[config.mk]
export PLATFORM = sky130hd
export DESIGN_NAME = dxr_ext_req
export DESIGN_NICKNAME = d
export VERILOG_FILES = /design/src/pkg/dxr_pkg.sv /design/src/pkg/dxr_fifo_if.sv /design/src/rtl/dxr_ext_req.sv /design/src/rtl/dxr_fifo.sv
export VERILOG_INCLUDE_DIRS = /design/src /design/src/pkg
export SDC_FILE = /design/constraint.sdc
export NUM_CORES = 1
export LEC_CHECK = 0
export ABC_CLOCK_PERIOD_IN_PS = 3200
export BUFFER_PORTS_ARGS = -buffer_cell sky130_fd_sc_hd__buf_2
export CORE_ASPECT_RATIO = 0.7
export CORE_UTILIZATION = 50
export CTS_CLUSTER_SIZE = 10
export DETAILED_ROUTE_END_ITERATION = 10
export HOLD_SLACK_MARGIN = 0.03
export PLACE_DENSITY = 0.69
export SLEW_MARGIN = 10
export SYNTH_ARGS = -nofsm -noshare
export SYNTH_HDL_FRONTEND = slang
export SYNTH_SLANG_ARGS = --single-unit
export TNS_END_PERCENT = 50
[constraint.sdc]
create_clock -name CLK -period 3.2 [get_ports CLK]
set_clock_uncertainty 0.05 [all_clocks]
set_input_delay 0.48 -clock CLK [delete_from_list [all_inputs] [get_ports CLK]]
set_output_delay 0.48 -clock CLK [all_outputs]
set_load 0.02 [all_outputs]
[src/pkg/dxr_consts.svh]
`ifndef DXR_CONSTS_SVH
`define DXR_CONSTS_SVH

// clock periods, in ns
`define DXR_CLK_PERIOD_NS 10
`define DXR_HCLK_PERIOD_NS 10

// least grant width, in system bus clock periods, and in CLK cycles (rounded up)
`define DXR_MIN_GRANT_HCLK 8
`define DXR_MIN_GRANT_CYC \
    ((`DXR_MIN_GRANT_HCLK * `DXR_HCLK_PERIOD_NS + `DXR_CLK_PERIOD_NS - 1) / `DXR_CLK_PERIOD_NS)

// structure defaults
`define DXR_NUM_CH 4
`define DXR_BURST_LEN 4
`define DXR_DATA_W 8
`define DXR_FIFO_DEPTH 8

`endif

[src/pkg/dxr_pkg.sv]
package dxr_pkg;

    // burst sequencer states
    typedef enum logic [1:0] {
        DXR_IDLE  = 2'b00,
        DXR_BURST = 2'b01,
        DXR_DONE  = 2'b10
    } dxr_state_e;

endpackage

[src/pkg/dxr_fifo_if.sv]
`timescale 1ns/10ps

// carrier between the request engine and its data buffer
interface dxr_fifo_if #(
    parameter int WIDTH = 8,
    parameter int DEPTH = 8
);
    logic [WIDTH-1:0] in_data;
    logic in_valid;
    logic in_ready;
    logic [WIDTH-1:0] out_data;
    logic out_valid;
    logic out_ready;
    logic [$clog2(DEPTH+1)-1:0] level;

    modport store
    (
        input in_data, in_valid, out_ready,
        output in_ready, out_data, out_valid, level
    );

    modport user
    (
        output in_data, in_valid, out_ready,
        input in_ready, out_data, out_valid, level
    );
endinterface

[src/rtl/dxr_ext_req.sv]
// Behaviour
// - start burst only for highest pending channel, or highest internal one while external is demoted
// - honoured request yields complete burst(s) unless the channel is disabled mid-burst
// - grant only for enabled external-sourced burst
// - request not sampled while grant active
// - external priority lowered when others request
// - grant held at least eight cycles unless the burst is aborted
`timescale 1ns/10ps
`include "dxr_consts.svh"

module dxr_ext_req
    import dxr_pkg::*;
#(
    parameter int NUM_CH = `DXR_NUM_CH,
    parameter int BURST_LEN = `DXR_BURST_LEN,
    parameter int DATA_W = `DXR_DATA_W,
    parameter int FIFO_DEPTH = `DXR_FIFO_DEPTH
)
(
    input wire logic CLK,
    input wire logic SYS_RST,
    input wire logic EXT_REQ,
    input wire logic [NUM_CH-1:0] REQUEST_SOURCE_SELECT,
    input wire logic [NUM_CH-1:0] REQ_ENABLE,
    input wire logic [NUM_CH-1:0] CHAN_ACTIVE_BIT,
    input wire logic [NUM_CH-1:0] INT_REQ,
    input wire logic [DATA_W-1:0] PER_DATA,
    input wire logic PER_VALID,
    output logic PER_READY,
    output logic [DATA_W-1:0] MEM_DATA,
    output logic MEM_VALID,
    input wire logic MEM_READY,
    output logic EXT_GRANT_N,
    output logic BURST_ACTIVE,
    output logic BURST_EXT,
    output logic [$clog2(NUM_CH)-1:0] BURST_CH
);
    localparam int CW = $clog2(NUM_CH);
    localparam int BW = $clog2(BURST_LEN + 1);
    localparam int MIN_GRANT_CYC = `DXR_MIN_GRANT_CYC;
    localparam int GW = $clog2(MIN_GRANT_CYC);
    localparam int LW = $clog2(FIFO_DEPTH + 1);

    dxr_state_e state_r;
    dxr_state_e state_nxt;
    logic ext_req_m_r;
    logic ext_req_s_r;
    logic ext_seen_r;
    logic [NUM_CH-1:0] pend;
    logic [NUM_CH-1:0] pref;
    logic [NUM_CH-1:0] pend_q_r;
    logic [CW-1:0] win_ch;
    logic [CW-1:0] cur_ch_r;
    logic cur_ext_r;
    logic cur_ok;
    logic other_req;
    logic demote_r;
    logic start;
    logic abort;
    logic end_burst;
    logic [BW-1:0] beat_cnt_r;
    logic [GW-1:0] cyc_cnt_r;
    logic push;
    logic [BW-1:0] beats_after;
    logic grant_n_r;
    logic per_ready_r;
    logic [DATA_W-1:0] mem_data_r;
    logic mem_valid_r;
    logic [NUM_CH-1:0] below_cur;

    dxr_fifo_if #(.WIDTH(DATA_W), .DEPTH(FIFO_DEPTH)) fif ();

    dxr_fifo #(.WIDTH(DATA_W), .DEPTH(FIFO_DEPTH)) u_fifo
    (
        .clk(CLK),
        .rst(SYS_RST),
        .f(fif)
    );

    always_ff @(posedge CLK or posedge SYS_RST)
    begin
        if (SYS_RST)
        begin
            ext_req_m_r <= 1'b0;
            ext_req_s_r <= 1'b0;
        end
        else
        begin
            ext_req_m_r <= EXT_REQ;
            ext_req_s_r <= ext_req_m_r;
        end
    end

    always_ff @(posedge CLK or posedge SYS_RST)
    begin
        if (SYS_RST)
        begin
            ext_seen_r <= 1'b0;
        end
        else if (state_r != DXR_BURST)
        begin
            ext_seen_r <= ext_req_s_r;
        end
    end

    // per-channel pending terms
    genvar gi;
    generate
        for (gi = 0; gi < NUM_CH; gi++)
        begin : g_pend
            assign pend[gi] = REQ_ENABLE[gi] && CHAN_ACTIVE_BIT[gi]
                && (REQUEST_SOURCE_SELECT[gi] ? ext_seen_r : INT_REQ[gi]);
        end
    endgenerate

    assign pref = (demote_r && |(pend & ~REQUEST_SOURCE_SELECT)) ? (pend & ~REQUEST_SOURCE_SELECT) : pend;
    assign other_req = |(pend & ~REQUEST_SOURCE_SELECT);

    // lowest index of preferred set wins
    always_comb
    begin
        win_ch = '0;
        for (int i = NUM_CH - 1; i >= 0; i--)
        begin
            if (pref[i])
            begin
                win_ch = CW'(i);
            end
        end
    end

    // burst control terms
    assign cur_ok = REQ_ENABLE[cur_ch_r] && CHAN_ACTIVE_BIT[cur_ch_r] && REQUEST_SOURCE_SELECT[cur_ch_r];
    assign start = (state_r == DXR_IDLE) && (|pend);
    assign abort = (state_r == DXR_BURST) && cur_ext_r && !cur_ok;
    // burst ends with all beats done and the minimum grant cycles passed, or on abort
    assign end_burst = (state_r == DXR_BURST)
        && (abort || ((beat_cnt_r == BW'(BURST_LEN)) && (cyc_cnt_r == GW'(MIN_GRANT_CYC - 1))));
    assign push = (state_r == DXR_BURST) && cur_ext_r && per_ready_r && PER_VALID && fif.in_ready;
    assign beats_after = beat_cnt_r + BW'(push);
    assign below_cur = (NUM_CH'(1) << cur_ch_r) - NUM_CH'(1);

    // next state
    always_comb
    begin
        state_nxt = state_r;
        case (state_r)
            DXR_IDLE:
            begin
                if (start)
                begin
                    state_nxt = DXR_BURST;
                end
            end
            DXR_BURST:
            begin
                if (end_burst)
                begin
                    state_nxt = DXR_DONE;
                end
            end
            DXR_DONE:
            begin
                state_nxt = DXR_IDLE;
            end
            default:
            begin
                state_nxt = DXR_IDLE;
            end
        endcase
    end

    // state register
    always_ff @(posedge CLK or posedge SYS_RST)
    begin
        if (SYS_RST)
        begin
            state_r <= DXR_IDLE;
        end
        else
        begin
            state_r <= state_nxt;
        end
    end

    // channel latched at burst start
    always_ff @(posedge CLK or posedge SYS_RST)
    begin
        if (SYS_RST)
        begin
            cur_ch_r <= '0;
            cur_ext_r <= 1'b0;
            pend_q_r <= '0;
        end
        else
        begin
            pend_q_r <= pend;
            if (start)
            begin
                cur_ch_r <= win_ch;
                cur_ext_r <= REQUEST_SOURCE_SELECT[win_ch];
            end
        end
    end

    always_ff @(posedge CLK or posedge SYS_RST)
    begin
        if (SYS_RST)
        begin
            beat_cnt_r <= '0;
            cyc_cnt_r <= '0;
        end
        else if (state_r != DXR_BURST)
        begin
            beat_cnt_r <= '0;
            cyc_cnt_r <= '0;
        end
        else
        begin
            if (!cur_ext_r && (beat_cnt_r != BW'(BURST_LEN)))
            begin
                beat_cnt_r <= beat_cnt_r + BW'(1);
            end
            else if (push)
            begin
                beat_cnt_r <= beats_after;
            end
            if (cyc_cnt_r != GW'(MIN_GRANT_CYC - 1))
            begin
                cyc_cnt_r <= cyc_cnt_r + GW'(1);
            end
        end
    end

    // grant set on external start, released at end
    always_ff @(posedge CLK or posedge SYS_RST)
    begin
        if (SYS_RST)
        begin
            grant_n_r <= 1'b1;
        end
        else if (start)
        begin
            grant_n_r <= ~REQUEST_SOURCE_SELECT[win_ch];
        end
        else if (end_burst)
        begin
            grant_n_r <= 1'b1;
        end
    end

    // demote after external burst with rivals
    always_ff @(posedge CLK or posedge SYS_RST)
    begin
        if (SYS_RST)
        begin
            demote_r <= 1'b0;
        end
        else if (end_burst && cur_ext_r)
        begin
            demote_r <= other_req;
        end
        else if (start)
        begin
            demote_r <= 1'b0;
        end
    end

    // peripheral ready, registered and conservative
    always_ff @(posedge CLK or posedge SYS_RST)
    begin
        if (SYS_RST)
        begin
            per_ready_r <= 1'b0;
        end
        else
        begin
            per_ready_r <= (state_r == DXR_BURST) && cur_ext_r && !end_burst
                && (beats_after < BW'(BURST_LEN))
                && (fif.level + LW'(push) <= LW'(FIFO_DEPTH - 1));
        end
    end

    // fifo fill side, plus drain ready
    assign fif.in_valid = push;
    assign fif.in_data = PER_DATA;
    assign fif.out_ready = !mem_valid_r || MEM_READY;

    // memory-side output stage
    always_ff @(posedge CLK or posedge SYS_RST)
    begin
        if (SYS_RST)
        begin
            mem_valid_r <= 1'b0;
            mem_data_r <= '0;
        end
        else if (fif.out_valid && fif.out_ready)
        begin
            mem_valid_r <= 1'b1;
            mem_data_r <= fif.out_data;
        end
        else if (MEM_READY)
        begin
            mem_valid_r <= 1'b0;
        end
    end

    // top outputs, all from flops
    assign PER_READY = per_ready_r;
    assign MEM_DATA = mem_data_r;
    assign MEM_VALID = mem_valid_r;
    assign EXT_GRANT_N = grant_n_r;
    assign BURST_ACTIVE = (state_r == DXR_BURST);
    assign BURST_EXT = cur_ext_r;
    assign BURST_CH = cur_ch_r;
endmodule

[src/rtl/dxr_fifo.sv]
`timescale 1ns/10ps

// synchronous fifo, depth a power of two
module dxr_fifo
    import dxr_pkg::*;
#(
    parameter int WIDTH = 8,
    parameter int DEPTH = 8
)
(
    input wire logic clk,
    input wire logic rst,
    dxr_fifo_if.store f
);
    localparam int AW = $clog2(DEPTH);

    logic [WIDTH-1:0] mem [DEPTH];
    logic [AW-1:0] wr_ptr_r;
    logic [AW-1:0] rd_ptr_r;
    logic [AW:0] count_r;
    logic push;
    logic pop;

    // handshake terms
    assign f.in_ready = (count_r < (AW+1)'(DEPTH));
    assign f.out_valid = (count_r != '0);
    assign f.out_data = mem[rd_ptr_r];
    assign f.level = count_r;
    assign push = f.in_valid && f.in_ready;
    assign pop = f.out_valid && f.out_ready;

    // storage write
    always_ff @(posedge clk)
    begin
        if (push)
        begin
            mem[wr_ptr_r] <= f.in_data;
        end
    end

    // pointers and fill count
    always_ff @(posedge clk or posedge rst)
    begin
        if (rst)
        begin
            wr_ptr_r <= '0;
            rd_ptr_r <= '0;
            count_r <= '0;
        end
        else
        begin
            if (push)
            begin
                wr_ptr_r <= wr_ptr_r + AW'(1);
            end
            if (pop)
            begin
                rd_ptr_r <= rd_ptr_r + AW'(1);
            end
            if (push && !pop)
            begin
                count_r <= count_r + (AW+1)'(1);
            end
            else if (pop && !push)
            begin
                count_r <= count_r - (AW+1)'(1);
            end
        end
    end
endmodule
# [Yosys cells after proc, flatten, opt, wreduce, memory -nomap -nowiden]
# Memory sizes are Yosys's and may differ from the RTL's. A register that Yosys moved wholly into a read port is not among the register bits.
# Index checks and enable logic that the tools add are counted.
[op_classes] n_eq_ne=8 order_cmp=5 n_reduce_logical=47 n_mux=35 n_bitwise=3 addsub=8
[op_table] operator="$logic_and A1 B1 Y1" count=28
[op_table] operator="$mux W1" count=16
[op_table] operator="$mux W3" count=5
[op_table] operator="$add A3 B1 Y3 const B" count=4
[op_table] operator="$mux W2" count=6
[op_table] operator="$mux W4" count=3
[op_table] operator="$reduce_bool A2 Y1" count=5
[op_table] operator="$bmux W1 S2" count=4
[op_table] operator="$reduce_or A4 Y1" count=2
[op_table] operator="$eq A3 B3 Y1 const B" count=2
[op_table] operator="$logic_not A1 Y1" count=6
[op_table] operator="$lt A2 B3 Y1 const B" count=2
[op_table] operator="$ne A3 B3 Y1 const B" count=2
[op_table] operator="$add A4 B1 Y4" count=1
[op_table] operator="$add A4 B1 Y4 const B" count=1
[op_table] operator="$and A4 B4 Y4" count=1
[op_table] operator="$le A4 B3 Y1 const B" count=1
[op_table] operator="$lt A4 B4 Y1 const B" count=1
[op_table] operator="$ne A2 B1 Y1 const B" count=2
[op_table] operator="$not A4 Y4" count=1
[op_table] operator="$pmux W2 S2" count=1
[op_table] operator="$reduce_bool A4 Y1" count=1
[op_table] operator="$sub A4 B1 Y4 const B" count=1
[op_table] operator="$add A3 B1 Y3" count=1
[op_table] operator="other kinds (8)" count=9
[word_totals] ram_bits=64 register_bits=28 output_inout_bits=15 in_bits=29 n_memories=1
[mem_list] name="u_fifo.mem" words=8 width=8 rd=1 rd_clocked_by_memory_dff=1 wr=1 line_no="dxr_fifo.sv:17" text="logic [WIDTH-1:0] mem [DEPTH];"

# [Depth between registers and ports, before layout]
# Gate-level depths: netlist (run 1).
[depth] word_depth=14 mapped_depth=15 ltp_nobuf=13

# [Cells and area by module]
# A second synthesis (run 1) with hierarchy kept.
[unflattened] cells_unflattened=301 area_unflattened_um2=4564.4
[by_module_without_submodules] mod="dxr_fifo" cells_each=155 instances=1 area_per_inst_um2=3098.0
[by_module_without_submodules] mod="dxr_ext_req" cells_each=146 instances=1 area_per_inst_um2=1466.4

# [Worst setup path after synthesis (run 1)]
# Ideal clock, no wire load.
[synth_path] path_type="reg2reg" start="register state_r[1]" end="memory u_fifo.mem[2][0] (enable)" synth_period_minus_slack_ps=2816 setup_ps=398 path_slack_ps=384 required_time_ps=2752 stages_incl_launch_ff=8 t_arrival_ps=2368 n_path_buf=2 cell_sequence="dfrtp_1 > nand2b_1 > buf_4 > inv_2 > nand2_1 > or3_1 > buf_4 > nor4b_1"
[synth_via] elab_chain_len=8
[synth_rtl] item="from (decl)" line_no="dxr_ext_req.sv:44" text="dxr_state_e state_r;"
[synth_rtl] item="from (signal assigned)" line_no="dxr_ext_req.sv:182" text="state_r <= state_nxt;"
[synth_rtl] item="$eq A2 B1 Y1"
[synth_rtl] item="net BURST_ACTIVE" line_no="dxr_ext_req.sv:34" text="output logic BURST_ACTIVE,"
[synth_rtl] item="$logic_and A1 B1 Y1 (4 in series)" line_no="dxr_ext_req.sv:139" text="assign push = (state_r == DXR_BURST) && cur_ext_r && per_ready_r && PER_VALID && fif.in_ready;"
[synth_rtl] item="$logic_and A1 B1 Y1" line_no="dxr_fifo.sv:29" text="assign push = f.in_valid && f.in_ready;"
[synth_rtl] item="$mux W1" line_no="dxr_fifo.sv:35" text="if (push)"
[synth_rtl] item="$mux W1 (implied by the code)" line_no="dxr_fifo.sv:37" text="mem[wr_ptr_r] <= f.in_data;"
[synth_rtl] item="to (decl)" line_no="dxr_fifo.sv:17"
# The timed path passes the listed nets, and every way through them passes these cells.

# [Final worst setup path (run 1)]
[layout_path] start="register state_r[1]" end="register u_fifo.count_r[3], in the netlist u_fifo.f.level[3]"
[layout_via] elab_chain_len=9
[layout_rtl] item="$eq A2 B1 Y1 (*)" line_no="dxr_ext_req.sv:139"
[layout_rtl] item="$logic_and A1 B1 Y1 (*) (4 in series)" line_no="dxr_ext_req.sv:139"
[layout_rtl] item="$logic_and A1 B1 Y1 (*)" line_no="dxr_fifo.sv:29"
[layout_rtl] item="net u_fifo.push" line_no="dxr_fifo.sv:21" text="logic push;"
[layout_rtl] item="$logic_not A1 Y1" line_no="dxr_fifo.sv:64" text="else if (pop && !push)"
[layout_rtl] item="$logic_and A1 B1 Y1" line_no="dxr_fifo.sv:64"
[layout_rtl] item="$reduce_bool A2 Y1 (no source line)"
[layout_rtl] item="to (signal assigned)" line_no="dxr_fifo.sv:62" text="count_r <= count_r + (AW+1)'(1);"
[layout_rtl] item="to (signal assigned)" line_no="dxr_fifo.sv:66" text="count_r <= count_r - (AW+1)'(1);"
[layout_rtl] item="to (decl)" line_no="dxr_fifo.sv:20" text="logic [AW:0] count_r;"
# Mark *: on every way through the listed nets, which the timed path passes. The rest lies on a longest branch.
# A chain may end at the register's enable or synchronous reset.

==> reports/summary.txt, run 1 <==
Clock tree buffer depth: 2
Fin crit period: 2.65 ns
Initial core utilization: 52.3%
Tot GR Track Use: 20.7%
Site Rows: 28
Core Region: 8550 µm²
# DRC: 0
Setup TNS: 0 ns
Root buf cell: clkbuf_16
Maximum vdd drop: 0.347 mV
CP Launch Type: flip-flop
Worst-Skew Late Latency: 0.35 ns
Yosys warnings: 0
Sequential share of the synthesized area: 63.2%
CP startpoint: state_r[1]
Outcome: finished, final reports clean
Crit share post-route: 82.9%
Worst rel slew slack: 45.5%
Synth async-reset ratio: 36.0%
Synth-to-Final Area Change: 16.3%
Fin worst setup slack: 0.547 ns
Routed length per instance: 17.4 µm
Syn_area_per_cell: 14.7 µm²
Synthesis-stage register bit count: 100
Pwr Total: 4100 µW
Placer Congestion: 0.867
IO Count: 44
Final Core Density: 60.8%
Critical path class: reg -> reg
Max FO, Critical Path: 7
Routed via count: 2703
Die Width: 115 µm
Final ANT Viol Nets: 0
Number of buffers created by CTS: 9
Area contributors post-synth: edfxtp_1 43%, dfrtp_1 20%, mux4_2 8.1%
Most frequent cells in the layout: 64 x edfxtp_1, 43 x buf_2, 35 x dfrtp_1
Syn Inst Count: 304
Fillers: 697
Leading area contributor after synthesis: edfxtp_1
Launching point of the worst reg2reg path: state_r[1]
Vias per inst: 5.55
Nets: 404
Worst Path Required: 3.38 ns
Die height: 81.1 µm
CTS tree: done
Number of port buffers: 43
Worst Max-Slew Pin Slew: 0.817 ns
Postcts setup bufs: 0
Share of cells above drive strength 1: 28.3%
Leakage power: 0.00205 µW
Hold Path Class: in -> async
Mapped Nets: 346
Placed wire-length estimate: 5780 µm
Number of non-filler instances in the completed layout: 487
DP Worst Slack: 0.568 ns
H-tree Lvls: 3
Unrepaired setup endpoints after global routing: false
Fmax: 377 MHz
Worst setup path end: u_fifo.f.level[3]
FF-to-FF setup slack: 0.55 ns
Max-cap violations: 0
Post-synth EDFFs: 64
Most common cell after layout, fill and taps aside: edfxtp_1
Hold-fix buffers, CTS: 0
RR Endpoint: u_fifo.f.level[3]
Critical path arrival: 2.83 ns
Initial DRC Count: 148
PD cells: 788 nW/µm²
Die ar.: 9320 µm²
N_diodes: 0
Ys flop type: edfxtp_1
Largest net degree at the start of global routing: 37
Gr ovfl total: 0
Clk sinks: 100
CP endpoint kind: flip-flop
Final-report setup violation count: 0
WL final: 8490 µm
Yosys cell types: 57
Worst Reg2Reg Path Length in Cells: 13
DRT Pass-1 Iters: 4
Final Hold Viols: 0
Vias in the first global route: 2627
Post-synth top area share: 43.0%
First-pass GRT wire length: 13700 µm
# resized after CTS: 0
Post-Syn Area: 4470 µm²
Reg clk slew, reported paths: 0.07 ns
Placed Instances: 471
Pins Over Slew Limit: 0
Initial antenna violation count: 0
## synthesized netlist by cell type (3+ instances only)
cell type and count:
mux2i_1 13, nand3_1 5, nand2_1 26, buf_4 3, o31ai_1 3, buf_1 3, dfrtp_1 35, ha_1 12
nor4_1 3, xor2_1 5, edfxtp_1 64, a21oi_1 17, mux4_2 16, inv_1 10, o21ai_0 5, nor2_1 17
clkbuf_1 3, xnor2_1 7
## registers in the layout, summed over array words and instances, names as in the netlist
signal / cells
ext_req_s_r: 1
demote_r: 1
ext_seen_r: 1
u_fifo.rd_ptr_r: 3
ext_req_m_r: 1
BURST_CH: 2
PER_READY: 1
u_fifo.f.level: 4
EXT_GRANT_N: 1
MEM_VALID: 1
u_fifo.mem: 64
cyc_cnt_r: 3
u_fifo.wr_ptr_r: 3
BURST_EXT: 1
beat_cnt_r: 3
state_r: 2
MEM_DATA: 8
## critical path, cell delays in order, from the launching register on
cell and delay, ns:
dfrtp_1 0.37, nand2b_1 0.16, inv_2 0.08, nand2_1 0.09
or3_1 0.43, inv_4 0.11, ha_1 0.18, inv_1 0.09
ha_1 0.28, a21o_1 0.18, a21oi_1 0.17, xnor2_1 0.13
nor2_1 0.06, xor2_1 0.14
## cells by family after synthesis
group	synth area share, %
flip-flops	63.2
AND/OR/NAND/NOR	9.16
AO/OA/AOI/OAI	7.59
multiplexers	11.5
buffers and inverters	2.38
adder cells (fa/ha/maj)	3.81
XOR/XNOR	2.35
## power breakdown
part / switching, µW / leakage, µW / total (µW) / internal [µW]
registers: 248 / 0.00101 / 1810 / 1560
logic: 625 / 0.000891 / 1220 / 590
clock network: 461 / 0.000144 / 1070 / 611
total: 1330 / 0.00205 / 4100 / 2760
## stage by stage
step | hold slack [ns] | cell area (µm²)
floorplan | 0.281 | 4470
global placement | 0.284 | 4900
detailed placement | 0.289 | 4900
CTS | 0.176 | 5200
global route | 0.176 | 5200
finish | 0.184 | 5200
## cell type report
type / count / area (µm²) / area share, %
Clock buffer: 11 / 233 / 4.48
Clock inverter: 5 / 61.3 / 1.18
Inverter: 13 / 51.3 / 0.987
Multi-Input combinational cell: 180 / 1550 / 29.8
Sequential cell: 100 / 2820 / 54.3
Tap cell: 120 / 150 / 2.89
Timing Repair Buffer: 58 / 328 / 6.31
## how the worst min path moves through the flow
stage	start	slack (ns)	end
finish	SYS_RST	0.18	MEM_DATA[5]
CTS	EXT_REQ	0.18	ext_req_m_r
global route	EXT_REQ	0.18	ext_req_m_r
global placement	ext_req_m_r	0.28	ext_req_s_r
floorplan	ext_req_m_r	0.28	ext_req_s_r
detailed placement	ext_req_m_r	0.29	ext_req_s_r
## routing by layer
| layer | share of wire [%] | global-route usage [%] | routed length [µm] | up-vias |
|---|---|---|---|---|
| met5 | 0 | 0 | 0 | - |
| met2 | 44 | 29.8 | 3730 | 58 |
| met3 | 5.4 | 5.07 | 455 | 13 |
| met4 | 1.4 | 9.74 | 116 | 0 |
| met1 | 49 | 29.8 | 4190 | 1361 |
| li1 | - | - | - | 1271 |
(Power assumes the default switching activity.)
==> inputs of run 2 (changes only) <==
--- a/config.mk
+++ b/config.mk
@@ -6,14 +6,14 @@
 export SDC_FILE = /design/constraint.sdc
 export NUM_CORES = 1
 export LEC_CHECK = 0
-export ABC_CLOCK_PERIOD_IN_PS = 3200
+export ABC_CLOCK_PERIOD_IN_PS = 2200
 export BUFFER_PORTS_ARGS = -buffer_cell sky130_fd_sc_hd__buf_2
 export CORE_ASPECT_RATIO = 0.7
 export CORE_UTILIZATION = 50
 export CTS_CLUSTER_SIZE = 10
 export DETAILED_ROUTE_END_ITERATION = 10
 export HOLD_SLACK_MARGIN = 0.03
-export PLACE_DENSITY = 0.69
+export PLACE_DENSITY = 0.72
 export SLEW_MARGIN = 10
 export SYNTH_ARGS = -nofsm -noshare
 export SYNTH_HDL_FRONTEND = slang
==> constraint.sdc (replaced) <==
create_clock -name CLK -period 2.2 [get_ports CLK]
set_clock_uncertainty 0.05 [all_clocks]
set_input_delay 0.33 -clock CLK [delete_from_list [all_inputs] [get_ports CLK]]
set_output_delay 0.33 -clock CLK [all_outputs]
set_load 0.02 [all_outputs]
==> reports/summary.txt, run 2 (synthesis results as in run 1) <==
FF-to-FF setup slack: -0.007 ns
Outcome: finished, violations left
Vias in the first global route: 2707
Footprint of the multi-input gates: 1620 µm²
Area post-placement: 5080 µm²
Clk sinks: 100
CP startpoint: state_r[1]
Routed via count: 2777
WL final: 8630 µm
Maximum vdd drop: 0.491 mV
Launching point of the worst reg2reg path: state_r[1]
Reg clk slew, reported paths: 0.06 ns
Core Region: 8550 µm²
Fillers: 657
Final ANT Viol Nets: 0
Worst Path Required: 2.37 ns
Worst setup path end: u_fifo.f.level[3]
Max FO, Critical Path: 3
Failing checks: setup timing
Vias per inst: 5.53
Fin crit period: 2.21 ns
Number of buffers created by CTS: 9
Final Hold Viols: 0
Storage cell area: 2820 µm²
Leakage power: 0.00213 µW
# DRC: 0
Most frequent cells in the layout: 64 x edfxtp_1, 43 x buf_2, 35 x dfrtp_1
Placer Congestion: 0.875
Pins Over Slew Limit: 0
Root buf cell: clkbuf_16
Clock tree buffer depth: 2
First-pass GRT wire length: 13800 µm
Sw frac: 32.6%
Combinational Power Share: 33.1%
Die height: 81.1 µm
DRT Pass-1 Iters: 4
Worst-Skew Late Latency: 0.34 ns
Critical path arrival: 2.38 ns
Pwr Total: 6200 µW
N_diodes: 0
Hold Path Class: in -> async
H-tree Lvls: 3
Psw: 2020 µW
Crit share post-route: 100%
RR Endpoint: u_fifo.f.level[3]
Register share of total power: 41.9%
Fin area: 5390 µm²
Die Width: 115 µm
Max-cap violations: 0
Share of cells above drive strength 1: 34.0%
Largest net degree at the start of global routing: 37
Die ar.: 9320 µm²
Final-report setup violation count: 1
Max FFs per register: 64
Most common cell after layout, fill and taps aside: edfxtp_1
Initial DRC Count: 199
Worst Reg2Reg Path Length in Cells: 13
PD cells: 1150 nW/µm²
CP Launch Type: flip-flop
Fin worst setup slack: -0.00688 ns
Clock power frac: 24.9%
Placed wire-length estimate: 6010 µm
CTS tree: done
Initial core utilization: 52.3%
Nets: 419
Internal power: 4180 µW
Critical path class: reg -> reg
Fmax: 453 MHz
Worst Max-Slew Pin Slew: 0.839 ns
Synth-to-Final Area Change: 20.6%
Final Core Density: 63.0%
Tot GR Track Use: 20.3%
Unrepaired setup endpoints after global routing: true
IO Count: 44
CP endpoint kind: flip-flop
Number of port buffers: 43
Initial antenna violation count: 0
Worst rel slew slack: 44.1%
Site Rows: 28
Setup TNS: -0.00688 ns
Gr ovfl total: 0
Most flops, register: u_fifo.mem
Routed length per instance: 17.2 µm
Hold-fix buffers, CTS: 0
[run 2: layer usage]
metal / global-route usage (%) / part of all wire [%]
met5: 0 / 0
met4: 6.75 / 0.99
met3: 6.34 / 8.6
met2: 31.3 / 47
met1: 27.6 / 44
[run 2: area by class of cell]
cell class | count | area share [%]
sequential | 100 | 52.4
inverter | 13 | 1.18
timing repair buffer | 73 | 8.17
tap | 120 | 2.79
clock buffer | 10 | 4.25
clock inverter | 6 | 1.18
multi-input combinational | 180 | 30.0
[run 2: power by group through the flow]
stage	combinational (µW)	sequential [µW]	clock, µW
3_5_place_dp	2050	2630	0
6_report	2050	2600	1540
3_3_place_gp	2000	2620	0
5_1_grt	2260	2640	1650
4_1_cts	2070	2600	1570
2_1_floorplan	1400	2640	0
[run 2: worst min-delay path by stage]
stage	startpoint	to	slack, ns	cells after the start
finish	SYS_RST	MEM_DATA[3]	0.05	3
global route	EXT_REQ	ext_req_m_r	0.04	1
CTS	EXT_REQ	ext_req_m_r	0.04	1
detailed placement	ext_req_m_r	ext_req_s_r	0.30	0
global placement	ext_req_m_r	ext_req_s_r	0.28	0
floorplan	ext_req_m_r	ext_req_s_r	0.28	0
[run 2: what timing repair did]
| action | 4_1_cts | 5_1_grt |
|---|---|---|
| endpoints found under the setup margin | 1 | 13 |
| gates cloned | 0 | 0 |
| setup buffers | 1 | 0 |
| pin swaps | 0 | 2 |
| gates resized for setup | 1 | 2 |
[run 2: metrics by stage]
step	hold WS [ns]	worst slack [ns]	instances
floorplan	0.281	-0.261	304
global placement	0.283	-0.0600	485
detailed placement	0.304	-0.0794	485
CTS	0.0389	-0.0417	502
global route	0.0378	-0.111	502
finish	0.0530	-0.00688	502
[run 2: critical path: stages, from the launching register on]
cell and delay [ns]:
dfrtp_1 0.38, nand2b_4 0.17, inv_8 0.06, nand2_4 0.04
or3_4 0.35, clkinv_4 0.07, ha_4 0.14, inv_4 0.04
ha_4 0.20, a21o_1 0.15, a21oi_2 0.13, xnor2_1 0.13
nor2_1 0.06, xor2_1 0.13
